## src/core/rcs_cfg.svh

```systemverilog
// Offsets, field positions, reset values and masks of the reset cause registers
`ifndef RCS_CFG_SVH
`define RCS_CFG_SVH
`define RCS_OFF_CONTROL 12'h000
`define RCS_OFF_CONTROL_TWO 12'h004
`define RCS_OFF_SUPPLY 12'h008
`define RCS_OFF_SLEEP 12'h00C
`define RCS_BIT_PRIO_IRQ 7
`define RCS_BIT_CFG_MISMATCH 5
`define RCS_BIT_RESET_INSTR 4
`define RCS_BIT_WDT_TIMEOUT 3
`define RCS_BIT_POWERDOWN 2
`define RCS_BIT_POWERON 1
`define RCS_BIT_BROWNOUT 0
`define RCS_BIT_EXT_PIN 7
`define RCS_BIT_SOFT_WDT 5
`define RCS_BIT_SUPPLY_BOR 3
`define RCS_BIT_SUPPLY_POR 2
`define RCS_BIT_BATT_POR 1
`define RCS_BIT_BATT_EXIT 0
`define RCS_BIT_RET_SLEEP 4
`define RCS_BIT_DEEP_WAKE 2
`define RCS_BIT_PM_SLEEP 0
`define RCS_RST_CONTROL 8'h3C
`define RCS_RST_OTHER 8'h00
`define RCS_MASK_CONTROL 8'hBF
`define RCS_MASK_CONTROL_TWO 8'hA0
`define RCS_MASK_SUPPLY 8'h0F
`define RCS_MASK_SLEEP 8'h15
`define RCS_WDT_CFG_SOFT 2'h2
`endif

```

## src/core/rcs_pkg.sv

```systemverilog
// Types shared by the reset cause register block
package rcs_pkg;
  // Hardware reset and instruction events, one-cycle pulses
  typedef struct packed {
    logic cfg_mismatch;
    logic reset_instr;
    logic wdt_timeout;
    logic watchdog_clear_instr;
    logic sleep_instr;
    logic poweron;
    logic brownout;
    logic master_clear_pin;
    logic supply_brownout;
    logic supply_poweron;
    logic battery_poweron;
    logic battery_exit;
    logic deep_sleep_wake;
  } rcs_events_t;
  // Interrupt priority, power and watchdog controls driven to the rest of the chip
  typedef struct packed {
    logic priority_irq_enable;
    logic watchdog_on;
    logic retention_in_sleep;
    logic progmem_sleep_power;
  } rcs_ctrl_t;
endpackage : rcs_pkg

```

## src/core/rcs_regs.sv

```systemverilog
// Reset cause and sleep power control registers behind an APB slave
//
// Local design decisions: the address map and the APB interface to the registers.
`timescale 1ns/1ns
`include "rcs_cfg.svh"
module rcs_regs #(
  parameter int ADDR_WIDTH = 12,
  parameter int DATA_WIDTH = 32
) (
  input wire logic pclk,
  input wire logic presetn,
  input wire logic psel,
  input wire logic penable,
  input wire logic pwrite,
  input wire logic [ADDR_WIDTH-1:0] paddr,
  input wire logic [DATA_WIDTH-1:0] pwdata,
  input wire logic [DATA_WIDTH/8-1:0] pstrb,
  output logic [DATA_WIDTH-1:0] prdata,
  output logic pready,
  output logic pslverr,
  input wire rcs_pkg::rcs_events_t events,
  input wire logic [1:0] watchdog_config_field,
  input wire logic retention_config_bit,
  input wire logic regulator_enable,
  output rcs_pkg::rcs_ctrl_t ctrl
);

  // Width of every register behind the bus
  localparam int REG_WIDTH = 8;
  // Register index codes from the address decoder
  localparam logic [2:0] IDX_NONE = 3'h0;
  localparam logic [2:0] IDX_CONTROL = 3'h1;
  localparam logic [2:0] IDX_CONTROL_TWO = 3'h2;
  localparam logic [2:0] IDX_SUPPLY = 3'h3;
  localparam logic [2:0] IDX_SLEEP = 3'h4;

  // Refuse bus widths that cannot reach the map or carry a register
  if (ADDR_WIDTH < 4 || ADDR_WIDTH > 32) begin : g_addr_check
    $error("rcs_regs: ADDR_WIDTH must lie between 4 and 32");
  end
  if (DATA_WIDTH < REG_WIDTH || DATA_WIDTH % 8 != 0) begin : g_data_check
    $error("rcs_regs: DATA_WIDTH must be a multiple of 8 and at least 8");
  end

  logic [REG_WIDTH-1:0] control;
  logic [REG_WIDTH-1:0] control_two;
  logic [REG_WIDTH-1:0] supply;
  logic [REG_WIDTH-1:0] sleep_ctl;
  logic [REG_WIDTH-1:0] next_control;
  logic [REG_WIDTH-1:0] next_control_two;
  logic [REG_WIDTH-1:0] next_supply;
  logic [REG_WIDTH-1:0] next_sleep_ctl;
  logic [2:0] idx;
  logic setup;
  logic wr_en;
  logic rd_en;
  logic hit;
  logic [REG_WIDTH-1:0] wbyte;
  logic wr_control;
  logic wr_control_two;
  logic wr_supply;
  logic wr_sleep;
  logic ret_allowed;
  logic wdt_soft_mode;
  logic clr_poweron;
  logic clr_brownout;
  logic set_timeout;

  // Register index from a byte address; unmapped addresses give none
  function automatic logic [2:0] rcs_decode(input logic [ADDR_WIDTH-1:0] a);
    logic [2:0] r;
    unique case (a)
      ADDR_WIDTH'(`RCS_OFF_CONTROL): r = IDX_CONTROL;
      ADDR_WIDTH'(`RCS_OFF_CONTROL_TWO): r = IDX_CONTROL_TWO;
      ADDR_WIDTH'(`RCS_OFF_SUPPLY): r = IDX_SUPPLY;
      ADDR_WIDTH'(`RCS_OFF_SLEEP): r = IDX_SLEEP;
      default: r = IDX_NONE;
    endcase
    return r;
  endfunction : rcs_decode

  // Write-zero-to-clear merge: a written 0 clears, a written 1 keeps
  function automatic logic rcs_w0c(input logic cur, input logic wr);
    return cur & wr;
  endfunction : rcs_w0c

  // Zero-extended read word for one register; upper bits read 0
  function automatic logic [DATA_WIDTH-1:0] rcs_word(input logic [REG_WIDTH-1:0] v);
    return DATA_WIDTH'(v);
  endfunction : rcs_word

  // Bus phase strobes; writes honour byte lane 0 only
  assign idx = rcs_decode(paddr);
  assign hit = (idx != IDX_NONE);
  assign setup = psel && !penable;
  assign wr_en = psel && penable && pwrite && pstrb[0] && hit;
  assign rd_en = setup && !pwrite;
  assign wbyte = pwdata[REG_WIDTH-1:0];

  // Per-register write strobes
  assign wr_control = wr_en && (idx == IDX_CONTROL);
  assign wr_control_two = wr_en && (idx == IDX_CONTROL_TWO);
  assign wr_supply = wr_en && (idx == IDX_SUPPLY);
  assign wr_sleep = wr_en && (idx == IDX_SLEEP);

  // Event groups shared by several flags
  assign clr_poweron = events.poweron || events.supply_poweron;
  assign clr_brownout = events.brownout || events.supply_poweron;
  assign set_timeout = events.watchdog_clear_instr || events.sleep_instr;
  // Configuration qualifiers for the soft watchdog and retention select
  assign wdt_soft_mode = (watchdog_config_field == `RCS_WDT_CFG_SOFT);
  assign ret_allowed = !retention_config_bit;

  // Main control next value; hardware events win over software writes
  always_comb begin
    next_control = control;
    if (wr_control) begin
      // Software stores bits 7,5,4,1,0; timeout and powerdown are read-only
      next_control[`RCS_BIT_PRIO_IRQ] = wbyte[`RCS_BIT_PRIO_IRQ];
      next_control[`RCS_BIT_CFG_MISMATCH] = wbyte[`RCS_BIT_CFG_MISMATCH];
      next_control[`RCS_BIT_RESET_INSTR] = wbyte[`RCS_BIT_RESET_INSTR];
      next_control[`RCS_BIT_POWERON] = wbyte[`RCS_BIT_POWERON];
      next_control[`RCS_BIT_BROWNOUT] = wbyte[`RCS_BIT_BROWNOUT];
    end
    if (events.cfg_mismatch) begin
      next_control[`RCS_BIT_CFG_MISMATCH] = 1'b0;
    end
    if (events.reset_instr) begin
      next_control[`RCS_BIT_RESET_INSTR] = 1'b0;
    end
    if (set_timeout) begin
      next_control[`RCS_BIT_WDT_TIMEOUT] = 1'b1;
    end
    if (events.wdt_timeout) begin
      next_control[`RCS_BIT_WDT_TIMEOUT] = 1'b0;
    end
    if (events.watchdog_clear_instr) begin
      next_control[`RCS_BIT_POWERDOWN] = 1'b1;
    end
    if (events.sleep_instr) begin
      next_control[`RCS_BIT_POWERDOWN] = 1'b0;
    end
    if (clr_poweron) begin
      next_control[`RCS_BIT_POWERON] = 1'b0;
    end
    if (clr_brownout) begin
      next_control[`RCS_BIT_BROWNOUT] = 1'b0;
    end
    if (events.poweron) begin
      // Power-up also sets timeout and powerdown flags
      next_control[`RCS_BIT_WDT_TIMEOUT] = 1'b1;
      next_control[`RCS_BIT_POWERDOWN] = 1'b1;
    end
    next_control = next_control & `RCS_MASK_CONTROL;
  end

  // Main control register; a write only stores, it never raises a reset
  always_ff @(posedge pclk or negedge presetn) begin
    if (!presetn) begin
      control <= `RCS_RST_CONTROL;
    end else begin
      control <= next_control;
    end
  end

  // Second control next value; pin reset set wins over a clear
  always_comb begin
    next_control_two = control_two;
    if (wr_control_two) begin
      next_control_two[`RCS_BIT_EXT_PIN] = rcs_w0c(control_two[`RCS_BIT_EXT_PIN],
                                                   wbyte[`RCS_BIT_EXT_PIN]);
      next_control_two[`RCS_BIT_SOFT_WDT] = wbyte[`RCS_BIT_SOFT_WDT];
    end
    if (events.master_clear_pin) begin
      next_control_two[`RCS_BIT_EXT_PIN] = 1'b1;
    end
    next_control_two = next_control_two & `RCS_MASK_CONTROL_TWO;
  end

  // Second control register
  always_ff @(posedge pclk or negedge presetn) begin
    if (!presetn) begin
      control_two <= `RCS_RST_OTHER;
    end else begin
      control_two <= next_control_two;
    end
  end

  // Supply flags next value; hardware sets win over software clears
  always_comb begin
    next_supply = supply;
    if (wr_supply) begin
      // Software clears by writing 0, never sets
      next_supply[`RCS_BIT_SUPPLY_BOR] = rcs_w0c(supply[`RCS_BIT_SUPPLY_BOR],
                                                 wbyte[`RCS_BIT_SUPPLY_BOR]);
      next_supply[`RCS_BIT_SUPPLY_POR] = rcs_w0c(supply[`RCS_BIT_SUPPLY_POR],
                                                 wbyte[`RCS_BIT_SUPPLY_POR]);
      next_supply[`RCS_BIT_BATT_POR] = rcs_w0c(supply[`RCS_BIT_BATT_POR],
                                               wbyte[`RCS_BIT_BATT_POR]);
      next_supply[`RCS_BIT_BATT_EXIT] = rcs_w0c(supply[`RCS_BIT_BATT_EXIT],
                                                wbyte[`RCS_BIT_BATT_EXIT]);
    end
    if (events.supply_brownout) begin
      next_supply[`RCS_BIT_SUPPLY_BOR] = 1'b1;
    end
    if (events.supply_poweron) begin
      next_supply[`RCS_BIT_SUPPLY_POR] = 1'b1;
    end
    if (events.battery_poweron || events.poweron) begin
      next_supply[`RCS_BIT_BATT_POR] = 1'b1;
    end
    if (events.battery_exit) begin
      next_supply[`RCS_BIT_BATT_EXIT] = 1'b1;
    end
    next_supply = next_supply & `RCS_MASK_SUPPLY;
  end

  // Supply flag register
  always_ff @(posedge pclk or negedge presetn) begin
    if (!presetn) begin
      supply <= `RCS_RST_OTHER;
    end else begin
      supply <= next_supply;
    end
  end

  // Sleep control next value; retention select writable only when allowed
  always_comb begin
    next_sleep_ctl = sleep_ctl;
    if (wr_sleep) begin
      if (ret_allowed) begin
        next_sleep_ctl[`RCS_BIT_RET_SLEEP] = wbyte[`RCS_BIT_RET_SLEEP];
      end
      next_sleep_ctl[`RCS_BIT_DEEP_WAKE] = rcs_w0c(sleep_ctl[`RCS_BIT_DEEP_WAKE],
                                                   wbyte[`RCS_BIT_DEEP_WAKE]);
      next_sleep_ctl[`RCS_BIT_PM_SLEEP] = wbyte[`RCS_BIT_PM_SLEEP];
    end
    if (events.deep_sleep_wake) begin
      next_sleep_ctl[`RCS_BIT_DEEP_WAKE] = 1'b1;
    end
    next_sleep_ctl = next_sleep_ctl & `RCS_MASK_SLEEP;
  end

  // Sleep control register
  always_ff @(posedge pclk or negedge presetn) begin
    if (!presetn) begin
      sleep_ctl <= `RCS_RST_OTHER;
    end else begin
      sleep_ctl <= next_sleep_ctl;
    end
  end

  // Interrupt priority control toward the core
  always_ff @(posedge pclk or negedge presetn) begin
    if (!presetn) begin
      ctrl.priority_irq_enable <= 1'b0;
    end else begin
      ctrl.priority_irq_enable <= control[`RCS_BIT_PRIO_IRQ];
    end
  end

  // Watchdog enable, honoured only in the soft configuration
  always_ff @(posedge pclk or negedge presetn) begin
    if (!presetn) begin
      ctrl.watchdog_on <= 1'b0;
    end else begin
      ctrl.watchdog_on <= wdt_soft_mode && control_two[`RCS_BIT_SOFT_WDT];
    end
  end

  // Retention in sleep needs the select, the config bit at 0 and the regulator
  always_ff @(posedge pclk or negedge presetn) begin
    if (!presetn) begin
      ctrl.retention_in_sleep <= 1'b0;
    end else begin
      ctrl.retention_in_sleep <= sleep_ctl[`RCS_BIT_RET_SLEEP] && ret_allowed
                                 && regulator_enable;
    end
  end

  // Program memory bias during sleep
  always_ff @(posedge pclk or negedge presetn) begin
    if (!presetn) begin
      ctrl.progmem_sleep_power <= 1'b0;
    end else begin
      ctrl.progmem_sleep_power <= sleep_ctl[`RCS_BIT_PM_SLEEP];
    end
  end

  // Read data captured in setup, shown with ready in the access phase
  always_ff @(posedge pclk or negedge presetn) begin
    if (!presetn) begin
      prdata <= '0;
    end else if (rd_en) begin
      unique case (idx)
        IDX_CONTROL: prdata <= rcs_word(control);
        IDX_CONTROL_TWO: prdata <= rcs_word(control_two);
        IDX_SUPPLY: prdata <= rcs_word(supply);
        IDX_SLEEP: prdata <= rcs_word(sleep_ctl);
        default: prdata <= '0;
      endcase
    end
  end

  // Zero wait state slave: ready one cycle after every setup
  always_ff @(posedge pclk or negedge presetn) begin
    if (!presetn) begin
      pready <= 1'b0;
    end else begin
      pready <= setup;
    end
  end

  // Error response with ready on an unmapped address
  always_ff @(posedge pclk or negedge presetn) begin
    if (!presetn) begin
      pslverr <= 1'b0;
    end else begin
      pslverr <= setup && !hit;
    end
  end

endmodule : rcs_regs

```

## config.mk

```make
export PLATFORM = sky130hd
export DESIGN_NAME = rcs_regs
export DESIGN_NICKNAME = d
export VERILOG_FILES = /design/src/core/rcs_pkg.sv /design/src/core/rcs_regs.sv
export VERILOG_INCLUDE_DIRS = /design/src /design/src/core
export SDC_FILE = /design/constraint.sdc
export NUM_CORES = 1
export LEC_CHECK = 0
export BUFFER_PORTS_ARGS = -buffer_cell sky130_fd_sc_hd__buf_2
export CAP_MARGIN = 10
export CORE_UTILIZATION = 40
export DETAILED_ROUTE_END_ITERATION = 6
export GPL_TIMING_DRIVEN = 0
export PLACE_DENSITY = 0.87
export SETUP_SLACK_MARGIN = 0.5
export SLEW_MARGIN = 30
export SYNTH_ARGS = -nofsm -noshare
export SYNTH_HDL_FRONTEND = slang
export SYNTH_SLANG_ARGS = --single-unit
```

## constraint.sdc

```tcl
create_clock -name pclk -period 1.12 [get_ports pclk]
set_input_delay 0.28 -clock pclk [delete_from_list [all_inputs] [get_ports pclk]]
set_output_delay 0.28 -clock pclk [all_outputs]
set_load 0.01 [all_outputs]
```

==> impl_metrics.csv <==
group,metric,value,unit
critical_path,cp_slowest_cell,"nor4_4",
floorplan,fp.dieH,63.0,um
timing,hold_ws,6.55,ps
route,route.vias.total,1369,
global_route,grt_usage,20.2,%
floorplan,start_util,43.2,%
placed_design,dp_slack,-668,ps
synth,synthTopCellsByArea,"dfrtp_1 42%, buf_4 13%, dfstp_2 7.1%",
timing,finalMaxSlewViolations,0,
clock_network,insertion_delay,290,ps
global_route,gr-total-overflow,0,
synth,syn-mean-instance-area,10.8,um2
route,wire_per_inst,13.9,um
timing,skew,6.56,ps
min_path,hold_class,"primary input to asynchronous set/reset pin",
synth,ys_ff_latch,29,
global_route,grt_antenna_before_repair,0,
timing,finalCritPeriodShare,121,%
synth,syn_inst,138,
critical_path,cp.required,1290,ps
route,drt_pre_antenna_iters,4,
power_and_ir_drop,power_density,971,mW/mm2
clock_network,cts_tree,"done",
synth,synth_ff_type,"dfrtp_1",
floorplan,die_w,63.0,um
timing,setup_slack,-240,ps
critical_path,worstPathCellList,"buf_6 > nor4_4 > nand3_2 > buf_6 > nor3_2 > mux2_4",
critical_path,crit_arrival,1520,ps
clock_network,cts_buffers,5,
clock_network,h-tree-depth,2,
run,cap_violations,0,
clock_network,clk_pin_slew,60,ps
route,via_per_inst,4.74,
synth,synth_edf_count,0,
power_and_ir_drop,leakagePower,1.24,nW
synth,yosys-top-cells-count,"25 x buf_4, 25 x dfrtp_1, 12 x nor2_1, 10 x mux2i_1, 9 x nand2_1",
synth,synth_warnings,0,
global_route,grt_max_degree,30,
timing,grt_setup_unrepaired,"true",
timing,slew_headroom,58.3,%
power_and_ir_drop,ir_drop,750,uV
timing,fmax,736,MHz
floorplan,core_region_area,0.00344,mm2
route,drt-initial-drc-count,49,
timing,setup_viol,21,
timing,min_period,1360,ps
floorplan,die_area,0.00397,mm2
critical_path,reg2reg_to,"prdata[2]",
synth,synthArstFlopShare,100,%
critical_path,endpoint_kind,"flip-flop",
critical_path,critPathKind,"primary input to flip-flop",
synth,ys_types,30,
route,drc,0,
floorplan,rows,21,
critical_path,r2r_start,"control[2]",
synth,netlist.top_cell.by_area,"dfrtp_1",
layout,diodes,0,
critical_path,cp_common_cell,"buf_6",
critical_path,r2r_slack,-60,ps
placed_design,io_buffers,54,
critical_path,critPathMaxStageDelay,340,ps
placed_design,place_congestion,0.762,
critical_path,r2r.worst_path.cells,4,
synth,syn_area,0.00149,mm2
layout,area_growth,57.4,%
layout,drive_gt1_share,55.6,%
timing,worstMarginPinSlew,626,ps
route,drt-total-wl,4010,um
outcome,status,"finished, violations left",
clock_network,cts-root-buf,"clkbuf_8",
global_route,grt_pass1_wl,5970,um
synth,yosysSeqAreaShare,49.1,%
clock_network,cts_hold_buf,0,
timing,hold_viol,0,
clock_network,clockBufferDepth,2,
route,final_antenna_net_count,0,
placed_design,dp_hpwl,2520,um
clock_network,cts.sinks,29,
critical_path,cp_max_fo,8,
layout,final_nets,312,
power_and_ir_drop,finalPower,0.00227,W
floorplan,num_io_pins,108,
outcome,violations,"negative setup slack",
critical_path,start_kind,"primary input",
global_route,grt_pass1_vias,1315,
synth,synth_top_area_share,42.1,%
-- through the flow --
stage / std cells / instance area [um2] / setup TNS, ps / utilization (%)
final: 289 / 2340 / -3240 / 68.0
after global routing: 289 / 2340 / -4560 / 68.0
after CTS: 284 / 2220 / -2130 / 64.5
after detailed placement: 262 / 1940 / -9960 / 56.3
after global placement: 262 / 1940 / -8940 / 56.3
after floorplan: 162 / 1610 / -3520 / -
-- how the worst max path moves through the flow --
stage / start / end / slack [ps] / depth (start not counted)
detailed placement: paddr[7] / supply[2] / -670 / 6
floorplan: paddr[1] / sleep_ctl[4] / -300 / 4
global placement: paddr[1] / supply[3] / -580 / 6
CTS: paddr[8] / supply[2] / -210 / 6
global route: paddr[4] / control_two[5] / -280 / 6
finish: paddr[4] / sleep_ctl[0] / -240 / 6
-- cells by family (layout without fill, tap and decap cells) --
kind of cell / Yosys count / count (layout) / synth area share, %
simple gates: 46 / 46 / 17.2
compound gates: 18 / 18 / 9.67
buf+inv: 30 / 111 / 14.0
other cells: 1 / 25 / 0.252
mux: 14 / 14 / 9.76
flops: 29 / 29 / 49.1
-- layer usage --
| layer | vias up | wire [um] | track usage [%] |
|---|---|---|---|
| li1 | 643 | - | - |
| met5 | - | 0 | 0 |
| met1 | 641 | 1530 | 21.8 |
| met3 | 21 | 279 | 7.66 |
| met4 | 0 | 144 | 11.0 |
| met2 | 64 | 2060 | 33.6 |
-- timing repair --
action / 4_1_cts / 5_1_grt
resized for setup: 16 / 16
pin swaps: 13 / 8
setup buffers: 14 / 5
endpoints found under the setup margin: 39 / 39
-- report_power, final --
part / internal (W) / leakage [nW] / total, W / switching (W)
logic: 0.000154 / 0.837 / 0.000338 / 0.000184
clock network: 0.000499 / 0.0455 / 0.000870 / 0.000371
registers: 0.00106 / 0.358 / 0.00106 / 0.00000447
-- registers in the layout (all words and copies together), names as in the netlist --
signal	cells
control	7
control_two	2
ctrl	4
prdata	7
pready	1
pslverr	1
sleep_ctl	3
supply	4
-- placed cells by master, fill, tap and decap left out --
cell | synthesis | final
nor2_1 | 12 | 11
mux2i_1 | 10 | 10
nor4_2 | 3 | 1
o21bai_1 | 2 | 2
o31ai_2 | 4 | 2
inv_1 | 1 | 1
nor2b_1 | 1 | 1
o41ai_2 | 0 | 1
mux2_1 | 4 | 2
and2_4 | 0 | 1
buf_4 | 25 | 41
o41ai_4 | 0 | 1
nor3_1 | 7 | 4
clkbuf_8 | 0 | 6
clkbuf_4 | 0 | 1
and4_1 | 1 | 1
clkbuf_1 | 1 | 2
nand3_2 | 0 | 1
o31ai_4 | 0 | 5
nand2b_1 | 3 | 3
nor3b_2 | 0 | 1
nor3_2 | 0 | 3
nor4_1 | 2 | 1
mux2_4 | 0 | 2
a21oi_1 | 4 | 4
or2_4 | 1 | 1
nor4_4 | 0 | 3
dfstp_2 | 4 | 4
dfrtp_1 | 25 | 25
and3b_1 | 2 | 2
nor2_2 | 0 | 1
buf_6 | 0 | 8
buf_2 | 2 | 51
clkbuf_2 | 0 | 1
a31oi_1 | 3 | 3
nand2_1 | 9 | 9
conb_1 | 1 | 25
nand4_1 | 2 | 2
-- worst max-delay path: cells and delay by family --
| kind | cells | cell delay [ps] |
|---|---|---|
| buffers and inverters | 2 | 260 |
| muxes | 1 | 330 |
| and+or+nand+nor | 3 | 650 |
-- final cells by class --
class / instances / area, um2
plain buffers: 29 / 216
clock buffers: 8 / 90.1
fillers: 248 / 1100
inverters: 1 / 3.75
multi-input cells: 103 / 793
flip-flops and latches: 29 / 731
well taps: 46 / 57.6
repair buffers: 73 / 449
Power figures use the tool's default switching activity.
